<file path="src/rtl/lip_pkg.sv">
// Package for the six bit latched I/O port: offsets, widths, resets,
// machine states and bus carriers. Assumes a plain strobe register port.
package lip_pkg;
	localparam int LIP_WIDTH = 6;
	localparam int LIP_ADDR_W = 4;
	// Register offsets
	localparam logic [3:0] LIP_OFF_DIR = 4'h0;
	localparam logic [3:0] LIP_OFF_LATCH = 4'h1;
	localparam logic [3:0] LIP_OFF_PINS = 4'h2;
	// Reset values
	localparam logic [5:0] LIP_DIR_RST = 6'h00;
	localparam logic [5:0] LIP_LATCH_RST = 6'h00;
	// Read selection codes
	localparam logic LIP_RD_PIN = 1'b0;
	localparam logic LIP_RD_LATCH = 1'b1;

	typedef enum logic [1:0] {
		LIP_MS_IDLE,
		LIP_MS_FIRST,
		LIP_MS_SECOND
	} lip_mstate_e;

	typedef struct packed {
		logic [3:0] addr;
		logic [7:0] wdata;
		logic wr;
		logic rd;
		logic rmw;
	} lip_req_s;
endpackage

</file>
<file path="src/rtl/lip_port.sv">
// Six bit general purpose port with output latch and direction register.
// Assumes one clock, a CPU master on the strobe port, raw board pins.
//
// The strobed register port and the register addresses were decided locally.
`timescale 1ns/10ps

// Behaviour
// - Output latch holds written data until rewritten
// - Pin reads return live level, no capture
// - Pins sampled in first machine state
// - Latch updated in second machine state
// - Instruction class picks latch or pin read
// - Read-modify-write class reads the latch
// - All other reads of the latch offset return pin level
// - Six bidirectional port bits
// - Direction register resets to input mode
// - Output latch resets to zero
module lip_port
	import lip_pkg::*;
#(
	parameter int WIDTH = LIP_WIDTH
) (
	input wire logic i_ref_clk, // 40 MHz system clock
	input wire logic i_arst_n, // Async reset, active low
	input wire logic i_ce, // Clock enable, freezes all state
	input wire logic [3:0] i_addr, // Register offset
	input wire logic [7:0] i_wdata, // Write data
	input wire logic i_wr, // Write strobe
	input wire logic i_rd, // Read strobe
	input wire logic i_rmw, // Read belongs to latch-reading class
	output logic [7:0] o_rdata, // Read data, cycle after strobe
	input wire logic [WIDTH-1:0] i_pin, // Pin levels from the board
	output logic [WIDTH-1:0] o_pin, // Pin output levels
	output logic [WIDTH-1:0] o_pin_oe // Pin drive enables, high drives
);

	// Widths above eight would not fit the data bus
	initial begin
		if (WIDTH < 1 || WIDTH > 8)
			$error("lip_port: WIDTH must be 1 to 8");
	end

	lip_req_s req;
	assign req = '{addr: i_addr, wdata: i_wdata, wr: i_wr, rd: i_rd,
		rmw: i_rmw};

	// Pin synchroniser; stage one only feeds stage two
	logic [WIDTH-1:0] pin_s1_reg;
	logic [WIDTH-1:0] pin_s2_reg;
	always_ff @(posedge i_ref_clk or negedge i_arst_n) begin
		if (!i_arst_n) begin
			pin_s1_reg <= '0;
			pin_s2_reg <= '0;
		end else if (i_ce) begin
			pin_s1_reg <= i_pin;
			pin_s2_reg <= pin_s1_reg;
		end
	end

	// Machine state: a strobe is the first state, the cycle after the second
	lip_mstate_e ms_reg;
	lip_mstate_e ms_next;
	always_comb begin
		ms_next = LIP_MS_IDLE;
		unique case (ms_reg)
			LIP_MS_IDLE,
			LIP_MS_FIRST,
			LIP_MS_SECOND: ms_next = (req.wr || req.rd) ?
				LIP_MS_FIRST : LIP_MS_SECOND;
		endcase
		if (!(req.wr || req.rd) && ms_reg != LIP_MS_FIRST)
			ms_next = LIP_MS_IDLE;
	end

	always_ff @(posedge i_ref_clk or negedge i_arst_n) begin
		if (!i_arst_n)
			ms_reg <= LIP_MS_IDLE;
		else if (i_ce)
			ms_reg <= ms_next;
	end

	// Address decode
	wire sel_dir = (req.addr == LIP_OFF_DIR);
	wire sel_latch = (req.addr == LIP_OFF_LATCH);
	wire sel_pins = (req.addr == LIP_OFF_PINS);

	// Write captured in the first state, committed in the second
	logic pend_wr_reg;
	logic pend_dir_reg;
	logic [WIDTH-1:0] pend_data_reg;
	always_ff @(posedge i_ref_clk or negedge i_arst_n) begin
		if (!i_arst_n) begin
			pend_wr_reg <= 1'b0;
			pend_dir_reg <= 1'b0;
			pend_data_reg <= '0;
		end else if (i_ce) begin
			pend_wr_reg <= req.wr && (sel_latch || sel_dir);
			pend_dir_reg <= sel_dir;
			pend_data_reg <= req.wdata[WIDTH-1:0];
		end
	end

	// Direction and latch registers; hold value until rewritten
	logic [WIDTH-1:0] dir_reg;
	logic [WIDTH-1:0] latch_reg;
	wire commit = pend_wr_reg && (ms_reg == LIP_MS_FIRST);
	always_ff @(posedge i_ref_clk or negedge i_arst_n) begin
		if (!i_arst_n) begin
			dir_reg <= LIP_DIR_RST[WIDTH-1:0];
			latch_reg <= LIP_LATCH_RST[WIDTH-1:0];
		end else if (i_ce && commit) begin
			if (pend_dir_reg)
				dir_reg <= pend_data_reg;
			else
				latch_reg <= pend_data_reg;
		end
	end

	// Pin drive per bit; a one in direction drives the latch
	logic [WIDTH-1:0] pin_out_reg;
	logic [WIDTH-1:0] pin_oe_reg;
	genvar gi;
	generate
		for (gi = 0; gi < WIDTH; gi++) begin : g_bit
			always_ff @(posedge i_ref_clk or negedge i_arst_n) begin
				if (!i_arst_n) begin
					pin_out_reg[gi] <= 1'b0;
					pin_oe_reg[gi] <= 1'b0;
				end else if (i_ce) begin
					pin_out_reg[gi] <= latch_reg[gi];
					pin_oe_reg[gi] <= dir_reg[gi];
				end
			end
		end
	endgenerate
	assign o_pin = pin_out_reg;
	assign o_pin_oe = pin_oe_reg;

	// Data read picks latch or live pin from the instruction class
	wire rd_src = req.rmw ? LIP_RD_LATCH : LIP_RD_PIN;
	wire [WIDTH-1:0] port_val = (rd_src == LIP_RD_LATCH) ?
		latch_reg : pin_s2_reg;
	wire [WIDTH-1:0] rd_sel = sel_dir ? dir_reg :
		sel_latch ? port_val :
		sel_pins ? pin_s2_reg : '0;
	// Cast pads the upper bits; a zero-width replication at eight is illegal
	wire [7:0] rd_word = 8'(rd_sel);

	// Read data stands only the cycle after the strobe
	logic [7:0] rdata_reg;
	always_ff @(posedge i_ref_clk or negedge i_arst_n) begin
		if (!i_arst_n)
			rdata_reg <= 8'h00;
		else if (i_ce)
			rdata_reg <= req.rd ? rd_word : 8'h00;
	end
	assign o_rdata = rdata_reg;

	// Timing overview, one strobe at a time
	// Strobe edge: request taken, machine enters first state
	// Same edge: pin sample for a read is the synchronised level
	// Same edge: write data and target parked in the pending flops
	// Next edge: second state, pending write lands in its register
	// Edge after that: pin drive and drive enable follow the register
	// Read data stands for the single cycle after the strobe edge
	// Outside that cycle the read port shows zero, never stale data
	//
	// Hazards and limits
	// Pin level reaches reads two cycles late, through the synchroniser
	// A pulse shorter than one cycle may be missed entirely
	// Chattering inputs must be filtered by software resampling
	// Board side should hold inputs steady until they are read
	// No input latch: two reads may return different levels
	// Read-modify-write class sees the latch, so set and clear bits
	// on output pins keep their intended level even under load
	// Pin-reading class on an output pin shows the wire level,
	// which can differ from the latch when the pin is overloaded
	// Offset two is read only; writes there are dropped quietly
	// Unmapped offsets read zero and ignore writes
	// Upper data bits read zero and are ignored on writes
	//
	// Back to back strobes
	// A write directly after a write commits one per cycle, in order
	// A read directly after a write sees the old value, since
	// the commit comes one edge after the strobe is taken
	// Software wanting the new value inserts one idle cycle
	// Strobes never come together; a joint write and read is
	// undefined and only the write is guaranteed to land
	//
	// Clock enable
	// Low enable freezes every flop, including the synchroniser
	// A strobe seen while enable is low is not taken at all
	// A pending write waits, frozen, until enable returns
	// Trade-off: one enable for all state keeps the timing simple,
	// at the cost of pins not being tracked while frozen
	//
	// Reset
	// Asynchronous assert clears direction, latch and pin drive
	// All pins come up as inputs, released from driving
	// First request may follow at the first edge after release
	//
	// Direction
	// A one drives the latch value onto the pin
	// A zero releases the pin to the board as an input
	// Direction and level change together at the same edge,
	// so no glitch of the old level on a newly driven pin
	// is visible beyond one cycle after the commit
	//
	// Checks below watch the internal registers next to the outputs,
	// so a fault is reported at the edge where it first appears

	// Assertions
	a_latch_holds: assert property (@(posedge i_ref_clk)
		disable iff (!i_arst_n)
		!$past(commit) && $past(i_ce) |-> $stable(latch_reg))
		else $error("latch changed without write");
	a_pin_read_live: assert property (@(posedge i_ref_clk)
		disable iff (!i_arst_n)
		i_ce && i_rd && !i_rmw && i_addr == LIP_OFF_LATCH
		|=> o_rdata[WIDTH-1:0] == $past(pin_s2_reg))
		else $error("pin read not live");
	a_rmw_latch_read: assert property (@(posedge i_ref_clk)
		disable iff (!i_arst_n)
		i_ce && i_rd && i_rmw && i_addr == LIP_OFF_LATCH
		|=> o_rdata[WIDTH-1:0] == $past(latch_reg))
		else $error("rmw read not latch");
	a_write_second: assert property (@(posedge i_ref_clk)
		disable iff (!i_arst_n)
		i_ce && i_wr && i_addr == LIP_OFF_LATCH ##1 i_ce
		|=> latch_reg == $past(i_wdata[WIDTH-1:0], 2))
		else $error("latch not written in second state");
	a_write_late: assert property (@(posedge i_ref_clk)
		disable iff (!i_arst_n)
		i_ce && i_wr && i_addr == LIP_OFF_LATCH && !commit
		|=> $stable(latch_reg))
		else $error("latch written in first state");
	a_drive_follow: assert property (@(posedge i_ref_clk)
		disable iff (!i_arst_n)
		i_ce |=> o_pin_oe == $past(dir_reg) &&
		o_pin == $past(latch_reg))
		else $error("pin drive mismatch");
	a_read_one_cycle: assert property (@(posedge i_ref_clk)
		disable iff (!i_arst_n)
		i_ce && !i_rd |=> o_rdata == 8'h00)
		else $error("read data outside answer cycle");
	a_reset_input: assert property (@(posedge i_ref_clk)
		$rose(i_arst_n) |-> dir_reg == '0 && latch_reg == '0
		&& o_pin_oe == '0)
		else $error("reset left pins driven");
	a_other_read_pin: assert property (@(posedge i_ref_clk)
		disable iff (!i_arst_n)
		i_ce && i_rd && i_addr == LIP_OFF_PINS
		|=> o_rdata[WIDTH-1:0] == $past(pin_s2_reg))
		else $error("pin register read wrong");
	// Direction write lands in the second state
	a_dir_write: assert property (@(posedge i_ref_clk)
		disable iff (!i_arst_n)
		i_ce && i_wr && i_addr == LIP_OFF_DIR ##1 i_ce
		|=> dir_reg == $past(i_wdata[WIDTH-1:0], 2))
		else $error("direction not written in second state");
	// Direction holds between writes
	a_dir_holds: assert property (@(posedge i_ref_clk)
		disable iff (!i_arst_n)
		!$past(commit) |-> $stable(dir_reg))
		else $error("direction changed without write");
	// Writes to the status offset are dropped
	a_pins_ro: assert property (@(posedge i_ref_clk)
		disable iff (!i_arst_n)
		i_ce && i_wr && i_addr == LIP_OFF_PINS
		|=> !pend_wr_reg)
		else $error("status offset accepted a write");
	// A taken strobe starts the first machine state
	a_first_state: assert property (@(posedge i_ref_clk)
		disable iff (!i_arst_n)
		i_ce && (i_wr || i_rd) |=> ms_reg == LIP_MS_FIRST)
		else $error("strobe did not start first state");
	// Low enable freezes registers and read data
	a_ce_freeze: assert property (@(posedge i_ref_clk)
		disable iff (!i_arst_n)
		!i_ce |=> $stable(dir_reg) && $stable(latch_reg)
		&& $stable(o_rdata))
		else $error("state moved while enable low");
	// Reset leaves the pin levels low
	a_reset_level: assert property (@(posedge i_ref_clk)
		$rose(i_arst_n) |-> o_pin == '0)
		else $error("reset left pin level high");

endmodule

</file>
<file path="config.mk">
export PLATFORM = sky130hd
export DESIGN_NAME = lip_port
export DESIGN_NICKNAME = d
export VERILOG_FILES = /design/src/rtl/lip_pkg.sv /design/src/rtl/lip_port.sv
export SDC_FILE = /design/constraint.sdc
export NUM_CORES = 1
export LEC_CHECK = 0
export ABC_AREA = 1
export BUFFER_PORTS_ARGS = -buffer_cell sky130_fd_sc_hd__buf_2
export CORE_MARGIN = 2
export CORE_UTILIZATION = 45
export DETAILED_ROUTE_END_ITERATION = 12
export PLACE_DENSITY = 0.67
export SYNTH_ARGS = -nofsm -noshare
export SYNTH_HDL_FRONTEND = slang
export SYNTH_SLANG_ARGS = --single-unit
</file>
<file path="constraint.sdc">
create_clock -name i_ref_clk -period 1.6 [get_ports i_ref_clk]
set_input_delay 0.32 -clock i_ref_clk [delete_from_list [all_inputs] [get_ports i_ref_clk]]
set_output_delay 0.32 -clock i_ref_clk [all_outputs]
set_load 0.01 [all_outputs]
</file>
==> results of run 1 <==
routing by layer:
metal	wire length (um)	share of wire, %	track usage [%]
met1	2012	47	22.81
met2	2035	47	27.87
met3	194	4.5	4.233
met4	77	1.8	7.212
met5	0	0	0
worst max-delay path: stages, from the launching register on:
cell	delay (ns)
dfrtp_1	0.42
nor2_4	0.15
nand3_2	0.28
nand2_1	0.18
o21ai_2	0.06
logic make-up after synthesis:
| kind of cell | count (synthesis) |
|---|---|
| AND/OR/NAND/NOR | 139 |
| flip-flops | 52 |
| AO/OA/AOI/OAI | 40 |
| buffers and inverters | 38 |
| other | 1 |
power groups by stage:
| stage | Combinational [mW] | Clock [mW] | Sequential (mW) |
|---|---|---|---|
| 2_1_floorplan | 0.237 | 0 | 1.57 |
| 3_3_place_gp | 0.396 | 0 | 1.56 |
| 3_5_place_dp | 0.407 | 0 | 1.56 |
| 4_1_cts | 0.410 | 0.772 | 1.54 |
| 5_1_grt | 0.469 | 0.818 | 1.55 |
| 6_report | 0.400 | 0.742 | 1.53 |
what timing repair did:
item	in CTS	in global routing
endpoints found under the hold margin	29	0
hold buffers	1	0
resized for setup	0	0
final cells by class:
type                    count  area (um2)  area share (%)
clock buffers               8       90.09           3.379
well taps                  70       87.58           3.285
inverters                  25       93.84           3.519
flip-flops and latches     52        1301           48.80
repair buffers             44       247.7           9.291
multi-input cells         181       845.8           31.72
through the flow:
stage / hold slack (ns) / total power [mW] / setup slack [ns]
2_1_floorplan: 0.02441 / 1.804 / 0.5458
3_3_place_gp: 0.3265 / 1.952 / 0.3268
3_5_place_dp: 0.3296 / 1.969 / 0.3018
4_1_cts: 0.2039 / 2.717 / 0.3708
5_1_grt: 0.2021 / 2.841 / 0.3009
6_report: 0.2126 / 2.676 / 0.3839
cell usage in the layout (no fill, tap or decap), drive strengths merged:
master	instances
conb	2
inv	25
nand3	5
dfrtp	52
buf	43
o31ai	1
o21ai	32
nand3b	5
nand2	124
a22o	1
clkbuf	8
dlygate4sd3	1
o211ai	6
nor2	5
worst max path at each step:
stage / from / endpoint / slack (ns)
floorplan: i_ce / latch_reg[3] / 0.55
global placement: i_ce / ms_reg[1] / 0.33
detailed placement: i_ce / o_pin_oe[5] / 0.30
CTS: ms_reg[1] / latch_reg[4] / 0.37
global route: ms_reg[0] / latch_reg[1] / 0.30
finish: ms_reg[1] / latch_reg[1] / 0.38
==> qor.txt, run 1 <==
Synth Register Bits: 52
clock buffer depth: 2
DPL Wire Length: 3065 um
largest family of logic cells by synthesized area: simple AND/OR/NAND/NOR gates
Max Cap Violations: 0
Synth Area in Compound Gates: 11.47%
post-synthesis mux area share: 0%
Clk pwr share: 27.7%
Crit. End Element: register
hold path start: i_pin[2]
Post-synth ARST share: 100.0%
ranking of synthesized cells by area: dfrtp_1 (56%), nand2_1 (20%), o21ai_2 (4.5%), o21ai_0 (4.3%), inv_1 (3.9%)
RR Endpoint: latch_reg[1]
DRT Pass-1 Iters: 4
Int Pwr: 1.961 mW
unrepaired setup endpoints after global routing: no
final hold vios: 0
area delta synth->final: 14.76%
remaining routing DRC violations: 0
Reg power frac: 57.3%
Comb pwr share: 14.9%
clk sinks: 52
CTS buffer count: 5
Port Buf Inserts: 39
pwr/cell area: 1004 mW/mm2
launching point of the worst reg2reg path: ms_reg[1]
Cells after Synth: 270
Placer Congestion: 0.8146
clock latency on the worst-skew pair: 0.30 ns
Total GRT Usage: 17.46%
reg2reg path depth: 4
worst endpoint required time: 1.78 ns
# fillers: 508
drt wl/cell: 11.37 um
H-Tree Depth: 2
leakage: 1.466 nW
sum of negative setup slack: 0 ns
Routed WL: 4320 um
CP Max Fanout: 12
count leader, synth: nand2_1
Final min period: 1.216 ns
routed via count: 1713
postcts setup bufs: 0
DIE AREA: 0.005754 mm2
final core utilization: 52.88%
clock skew: 0.01126 ns
I/O Pins: 44
layout net count: 333
cell count after placement: 371
Hold EP: pin_s1_reg[2]
synthesized area: 0.002323 mm2
Simple-Gate Fraction of Synth Area: 24.61%
sequential share of the synthesized area: 56.00%
post-synth top area share: 56.00%
Syn Area/Cell: 8.605 um2
WS Path Type: reg -> reg
Top FF cell, synth: dfrtp_1
fin crit share: 76.00%
P_sw: 0.7148 mW
Iter 0 DRT Violations: 105
design area: 0.002666 mm2
vias in the first global route: 1627
ANT cells: 0
clock-pin slew on the worst setup and hold paths: 0.09 ns
initial antenna violation count: 0
layout cells sized above 1: 21.94%
Post-DP Area: 0.002566 mm2
Setup-failing EPs final: 0
R2R setup slack: 0.38 ns
xor and xnor fraction of the mapped netlist area: 0%
GRT overflow: 0
status: completed
count of different cell masters after synthesis: 21
clk root buf: clkbuf_8
area of the core: 0.005042 mm2
fmax: 0.8223 GHz
Net Sw Frac: 26.71%
Hold Path Class: in -> reg
number of vias per cell: 4.508
most frequent cells after synthesis: nand2_1 (123), dfrtp_1 (52), inv_1 (24)
Initial Utilization: 46.08%
CTS tree: built
Setup crit start kind: register
Peak supply drop: 0.5257 mV
largest net degree at the start of global routing: 53
Die Y: 75.86 um
worst hold path depth: 3
ANT nets after route: 0
WP data arrival: 1.40 ns
number of synthesized flops with an enable pin: 0
YS warnings: 0
Adder-Cell Fraction of Synth Area: 0%
Finished Layout Cells: 380
die outline width: 75.86 um
Slew Viols, Final: 0
largest area contributor in the netlist: dfrtp_1
Row Count: 26
first-pass GRT wire length: 7376 um
(Power assumes the default switching activity.)
==> run 2, diff against run 1 <==
==> constraint.sdc (replaced) <==
create_clock -name i_ref_clk -period 1.2 [get_ports i_ref_clk]
set_input_delay 0.24 -clock i_ref_clk [delete_from_list [all_inputs] [get_ports i_ref_clk]]
set_output_delay 0.24 -clock i_ref_clk [all_outputs]
set_load 0.01 [all_outputs]
==> qor.txt, run 2 (same netlist as run 1, synthesis figures left out) <==
crit-path max cell delay: 0.39 ns
die outline width: 75.86 um
Total GRT Usage: 16.73%
worst hold path depth: 3
most common cell after layout, fill and taps aside: nand2_1
CTS buffer count: 5
RR Endpoint: dir_reg[4]
DIE AREA: 0.005754 mm2
fin crit share: 89.32%
Iter 0 DRT Violations: 96
GRT overflow: 0
clk sinks: 52
Min Hold Slack: 0.1303 ns
Hold Path Class: in -> reg
I/O Pins: 44
area delta synth->final: 20.30%
ANT cells: 0
Setup crit start kind: register
Slew Viols, Final: 0
largest net degree at the start of global routing: 22
WS Path Type: reg -> out
Port Buf Inserts: 39
postcts setup bufs: 0
CTS tree: built
critical path's slowest cell: dfrtp_1
number of vias per cell: 4.528
layout cells sized above 1: 24.69%
Placer Congestion: 0.7924
clock latency on the worst-skew pair: 0.30 ns
unrepaired setup endpoints after global routing: no
remaining routing DRC violations: 0
WP data arrival: 0.83 ns
worst path buffer plus inverter count: 1
family with the most delay on the worst path: flip-flops
DPL Wire Length: 3381 um
CP Max Fanout: 2
leakage: 1.534 nW
worst endpoint required time: 0.96 ns
hold path start: i_pin[3]
initial antenna violation count: 0
Final min period: 1.072 ns
Die Y: 75.86 um
clock skew: 0.006545 ns
drt wl/cell: 11.12 um
pwr/cell area: 1297 mW/mm2
H-Tree Depth: 2
sum of negative setup slack: 0 ns
fmax: 0.9329 GHz
Hold EP: pin_s1_reg[3]
Row Count: 26
clk root buf: clkbuf_8
clock buffer depth: 2
clock-pin slew on the worst setup and hold paths: 0.09 ns
first-pass GRT wire length: 7293 um
area of the core: 0.005042 mm2
Setup-failing EPs final: 0
Crit. End Element: output pin
commonest cells after routing, fill and taps aside: nand2_1 (123), dfrtp_1 (52), buf_2 (39)
Max Cap Violations: 0
R2R setup slack: 0.14 ns
Initial Utilization: 46.08%
final hold vios: 0
Routed WL: 4335 um
routed via count: 1766
Peak supply drop: 0.6058 mV
status: completed
ANT nets after route: 0
launching point of the worst reg2reg path: ms_reg[1]
crit path cell chain: buf_2
reg2reg path depth: 5
DRT Pass-1 Iters: 4
vias in the first global route: 1662
layout net count: 343
[run 2: power by group]
part	total [mW]	internal (mW)	switching, mW
Sequential	2.05	1.94	0.110
Clock	1.01	0.469	0.542
Combinational	0.568	0.236	0.331
[run 2: cell type report]
class / instances / area [um2]
Clock inverter: 1 / 7.507
Tap cell: 70 / 87.58
Fill cell: 480 / 2247
Multi-Input combinational cell: 181 / 845.8
Timing Repair Buffer: 54 / 372.9
Inverter: 25 / 93.84
Sequential cell: 52 / 1301
Clock buffer: 7 / 86.33
[run 2: timing repair]
item	in CTS	in global routing
gates resized for setup	0	0
endpoints found under the hold margin	13	0
hold buffers	1	0
[run 2: routing by layer]
metal  GRT usage (%)  up-vias  share of wire, %
met2           27.97       34                48
li1                -      937                 -
met1           21.99      791                47
met5               0        -                 0
met4           5.263        0               1.3
met3           3.175        4               3.6
[run 2: worst register-to-register path, stage by stage, from the launching register on]
cell	delay (ns)
dfrtp_1	0.42
nor2_4	0.15
nand3_2	0.10
buf_12	0.16
nand2_1	0.07
o21ai_2	0.05
[run 2: worst max-delay path by stage]
stage	from	to	slack, ns	cells after the start
after floorplan	ms_reg[1]	latch_reg[3]	0.22	5
after global placement	i_ce	o_rdata[1]	0.11	8
after detailed placement	i_ce	o_pin_oe[5]	0.1	6
after CTS	o_rdata[3]	o_rdata[3]	0.12	1
after global routing	ms_reg[0]	latch_reg[5]	0.08	6
final	o_rdata[2]	o_rdata[2]	0.13	1
[run 2: through the flow]
step           std cells  util [%]  worst slack (ns)  cell area, um2  total power [mW]
5_1_grt              390     55.43           0.08047            2795             3.836
4_1_cts              390     55.43            0.1226            2795             3.673
2_1_floorplan        271         -            0.2162            2327             2.406
3_5_place_dp         381     53.37           0.09555            2691             2.661
6_report             390     55.43            0.1281            2795             3.625
3_3_place_gp         381     53.37            0.1061            2691             2.636
==> run 3, diff against run 2 <==
--- a/config.mk
+++ b/config.mk
@@ -9,8 +9,10 @@
 export BUFFER_PORTS_ARGS = -buffer_cell sky130_fd_sc_hd__buf_2
 export CORE_MARGIN = 2
 export CORE_UTILIZATION = 45
+export CTS_BUF_LIST = sky130_fd_sc_hd__clkbuf_16
 export DETAILED_ROUTE_END_ITERATION = 12
 export PLACE_DENSITY = 0.67
+export RECOVER_POWER = 25
 export SYNTH_ARGS = -nofsm -noshare
 export SYNTH_HDL_FRONTEND = slang
 export SYNTH_SLANG_ARGS = --single-unit
==> qor.txt, run 3 (same netlist as run 1, synthesis figures left out) <==
sum of negative setup slack: 0 ns
design area: 0.002838 mm2
worst endpoint required time: 1.37 ns
Crit. End Element: register
Reg power frac: 51.8%
multi-input logic area: 845.8 um2
wl on met1: 2085 um
CP Max Fanout: 12
Comb pwr share: 14.3%
P_sw: 1.025 mW
Placer Congestion: 0.7924
met3 wire len: 163 um
Routed WL: 4410 um
DRT Pass-1 Iters: 4
Setup crit start kind: register
area of the core: 0.005042 mm2
CTS tree: built
WS Path Type: reg -> reg
Clk pwr share: 33.9%
layout net count: 343
number of vias per cell: 4.559
postcts setup bufs: 0
final hold vios: 0
GRT overflow: 0
pwr/cell area: 1394 mW/mm2
most common cell after layout, fill and taps aside: nand2_1
crit-path max cell delay: 0.41 ns
clock skew: 0.004385 ns
Row Count: 26
critical path's slowest cell: dfrtp_1
drt wl/cell: 11.31 um
Port Buf Inserts: 39
Initial Utilization: 46.08%
ANT nets after route: 0
unrepaired setup endpoints after global routing: no
Iter 0 DRT Violations: 116
Hold Path Class: in -> reg
Pwr Total: 3.956 mW
H-Tree Depth: 2
CTS buffer count: 5
Net Sw Frac: 25.90%
CTS resizes: 0
met2 WL: 2094 um
leakage: 1.556 nW
Slew Viols, Final: 0
DIE AREA: 0.005754 mm2
crit path cell chain: nor2_4, nand3_2, buf_12, nand2_1, o21ai_2
layout cells sized above 1: 23.75%
ANT cells: 0
fin crit share: 87.70%
worst path buffer plus inverter count: 1
routed via count: 1778
Finished Layout Cells: 390
Total GRT Usage: 17.16%
WP data arrival: 1.23 ns
clock latency on the worst-skew pair: 0.29 ns
Min Hold Slack: 0.1507 ns
Final min period: 1.052 ns
remaining routing DRC violations: 0
status: completed
Int Pwr: 2.931 mW
Post-DP Area: 0.002691 mm2
clock-pin slew on the worst setup and hold paths: 0.06 ns
I/O Pins: 44
area delta synth->final: 22.13%
clk root buf: clkbuf_16
Peak supply drop: 0.8437 mV
family with the most delay on the worst path: flip-flops
cell count after placement: 381
initial antenna violation count: 0
Sequential Area: 0.001301 mm2
fmax: 0.9502 GHz
Max Cap Violations: 0
Die Y: 75.86 um
DPL Wire Length: 3381 um
largest net degree at the start of global routing: 22
first-pass GRT wire length: 7458 um
clk sinks: 52
DR top layer: met4
commonest cells after routing, fill and taps aside: nand2_1 (123), dfrtp_1 (52), buf_2 (38)
Setup-failing EPs final: 0
vias in the first global route: 1705
clock buffer depth: 2
die outline width: 75.86 um
# fillers: 470
==> run 3: cell count changes in the layout (fill, tap and decap cells not counted), sizes merged <==
cell,change
clkinv,+1
inv,+1
buf,-2
==> run 3: worst reg2reg max path, cell delays in order (launching register included) <==
cell     delay [ns]
dfrtp_1        0.41
nor2_4         0.15
nand3_2        0.10
buf_12         0.16
nand2_1        0.07
o21ai_2        0.05
==> run 3: worst paths after layout <==
check / from / end / slack [ns] / cells past startpoint
setup / recovery: ms_reg[1] / dir_reg[4] / 0.15 / 5
hold / removal: i_pin[3] / pin_s1_reg[3] / 0.15 / 3
setup reg to reg: ms_reg[1] / dir_reg[4] / 0.15 / 5
hold reg to reg: o_pin[3] / o_pin[3] / 0.46 / 2
max in group asynchronous: i_arst_n / o_pin[4] / 0.33 / 3
min in group asynchronous: i_arst_n / pin_s1_reg[2] / 0.43 / 2
==> run 3: through the flow <==
step	utilization [%]	setup slack, ns
detailed placement	53.37	0.09555
CTS	56.35	0.1404
global route	56.28	0.07868
global placement	53.37	0.1061
floorplan	-	0.2162
finish	56.28	0.1476
==> run 3: area by class of cell <==
| type | count | area share (%) |
|---|---|---|
| Timing Repair Buffer | 54 | 13.01 |
| Tap cell | 70 | 3.086 |
| Sequential cell | 52 | 45.86 |
| Multi-Input combinational cell | 181 | 29.81 |
| Clock inverter | 3 | 0.5291 |
| Clock buffer | 5 | 4.409 |
| Inverter | 25 | 3.307 |
==> run 3: routing by layer <==
metal	up-vias	global-route usage, %
met4	0	5.848
li1	938	-
met3	6	3.571
met1	799	22.03
met5	-	0
met2	35	28.83
==> run 3: power groups by stage <==
stage | clock, mW | combinational (mW) | sequential [mW]
6_report | 1.34 | 0.568 | 2.05
5_1_grt | 1.44 | 0.661 | 2.07
4_1_cts | 1.37 | 0.584 | 2.05
3_5_place_dp | 0 | 0.578 | 2.08
3_3_place_gp | 0 | 0.561 | 2.07
2_1_floorplan | 0 | 0.316 | 2.09
==> run 3: what timing repair did <==
action | CTS | global route
endpoints found under the setup margin | 0 | 0
hold buffers | 1 | 0
endpoints found under the hold margin | 13 | 0
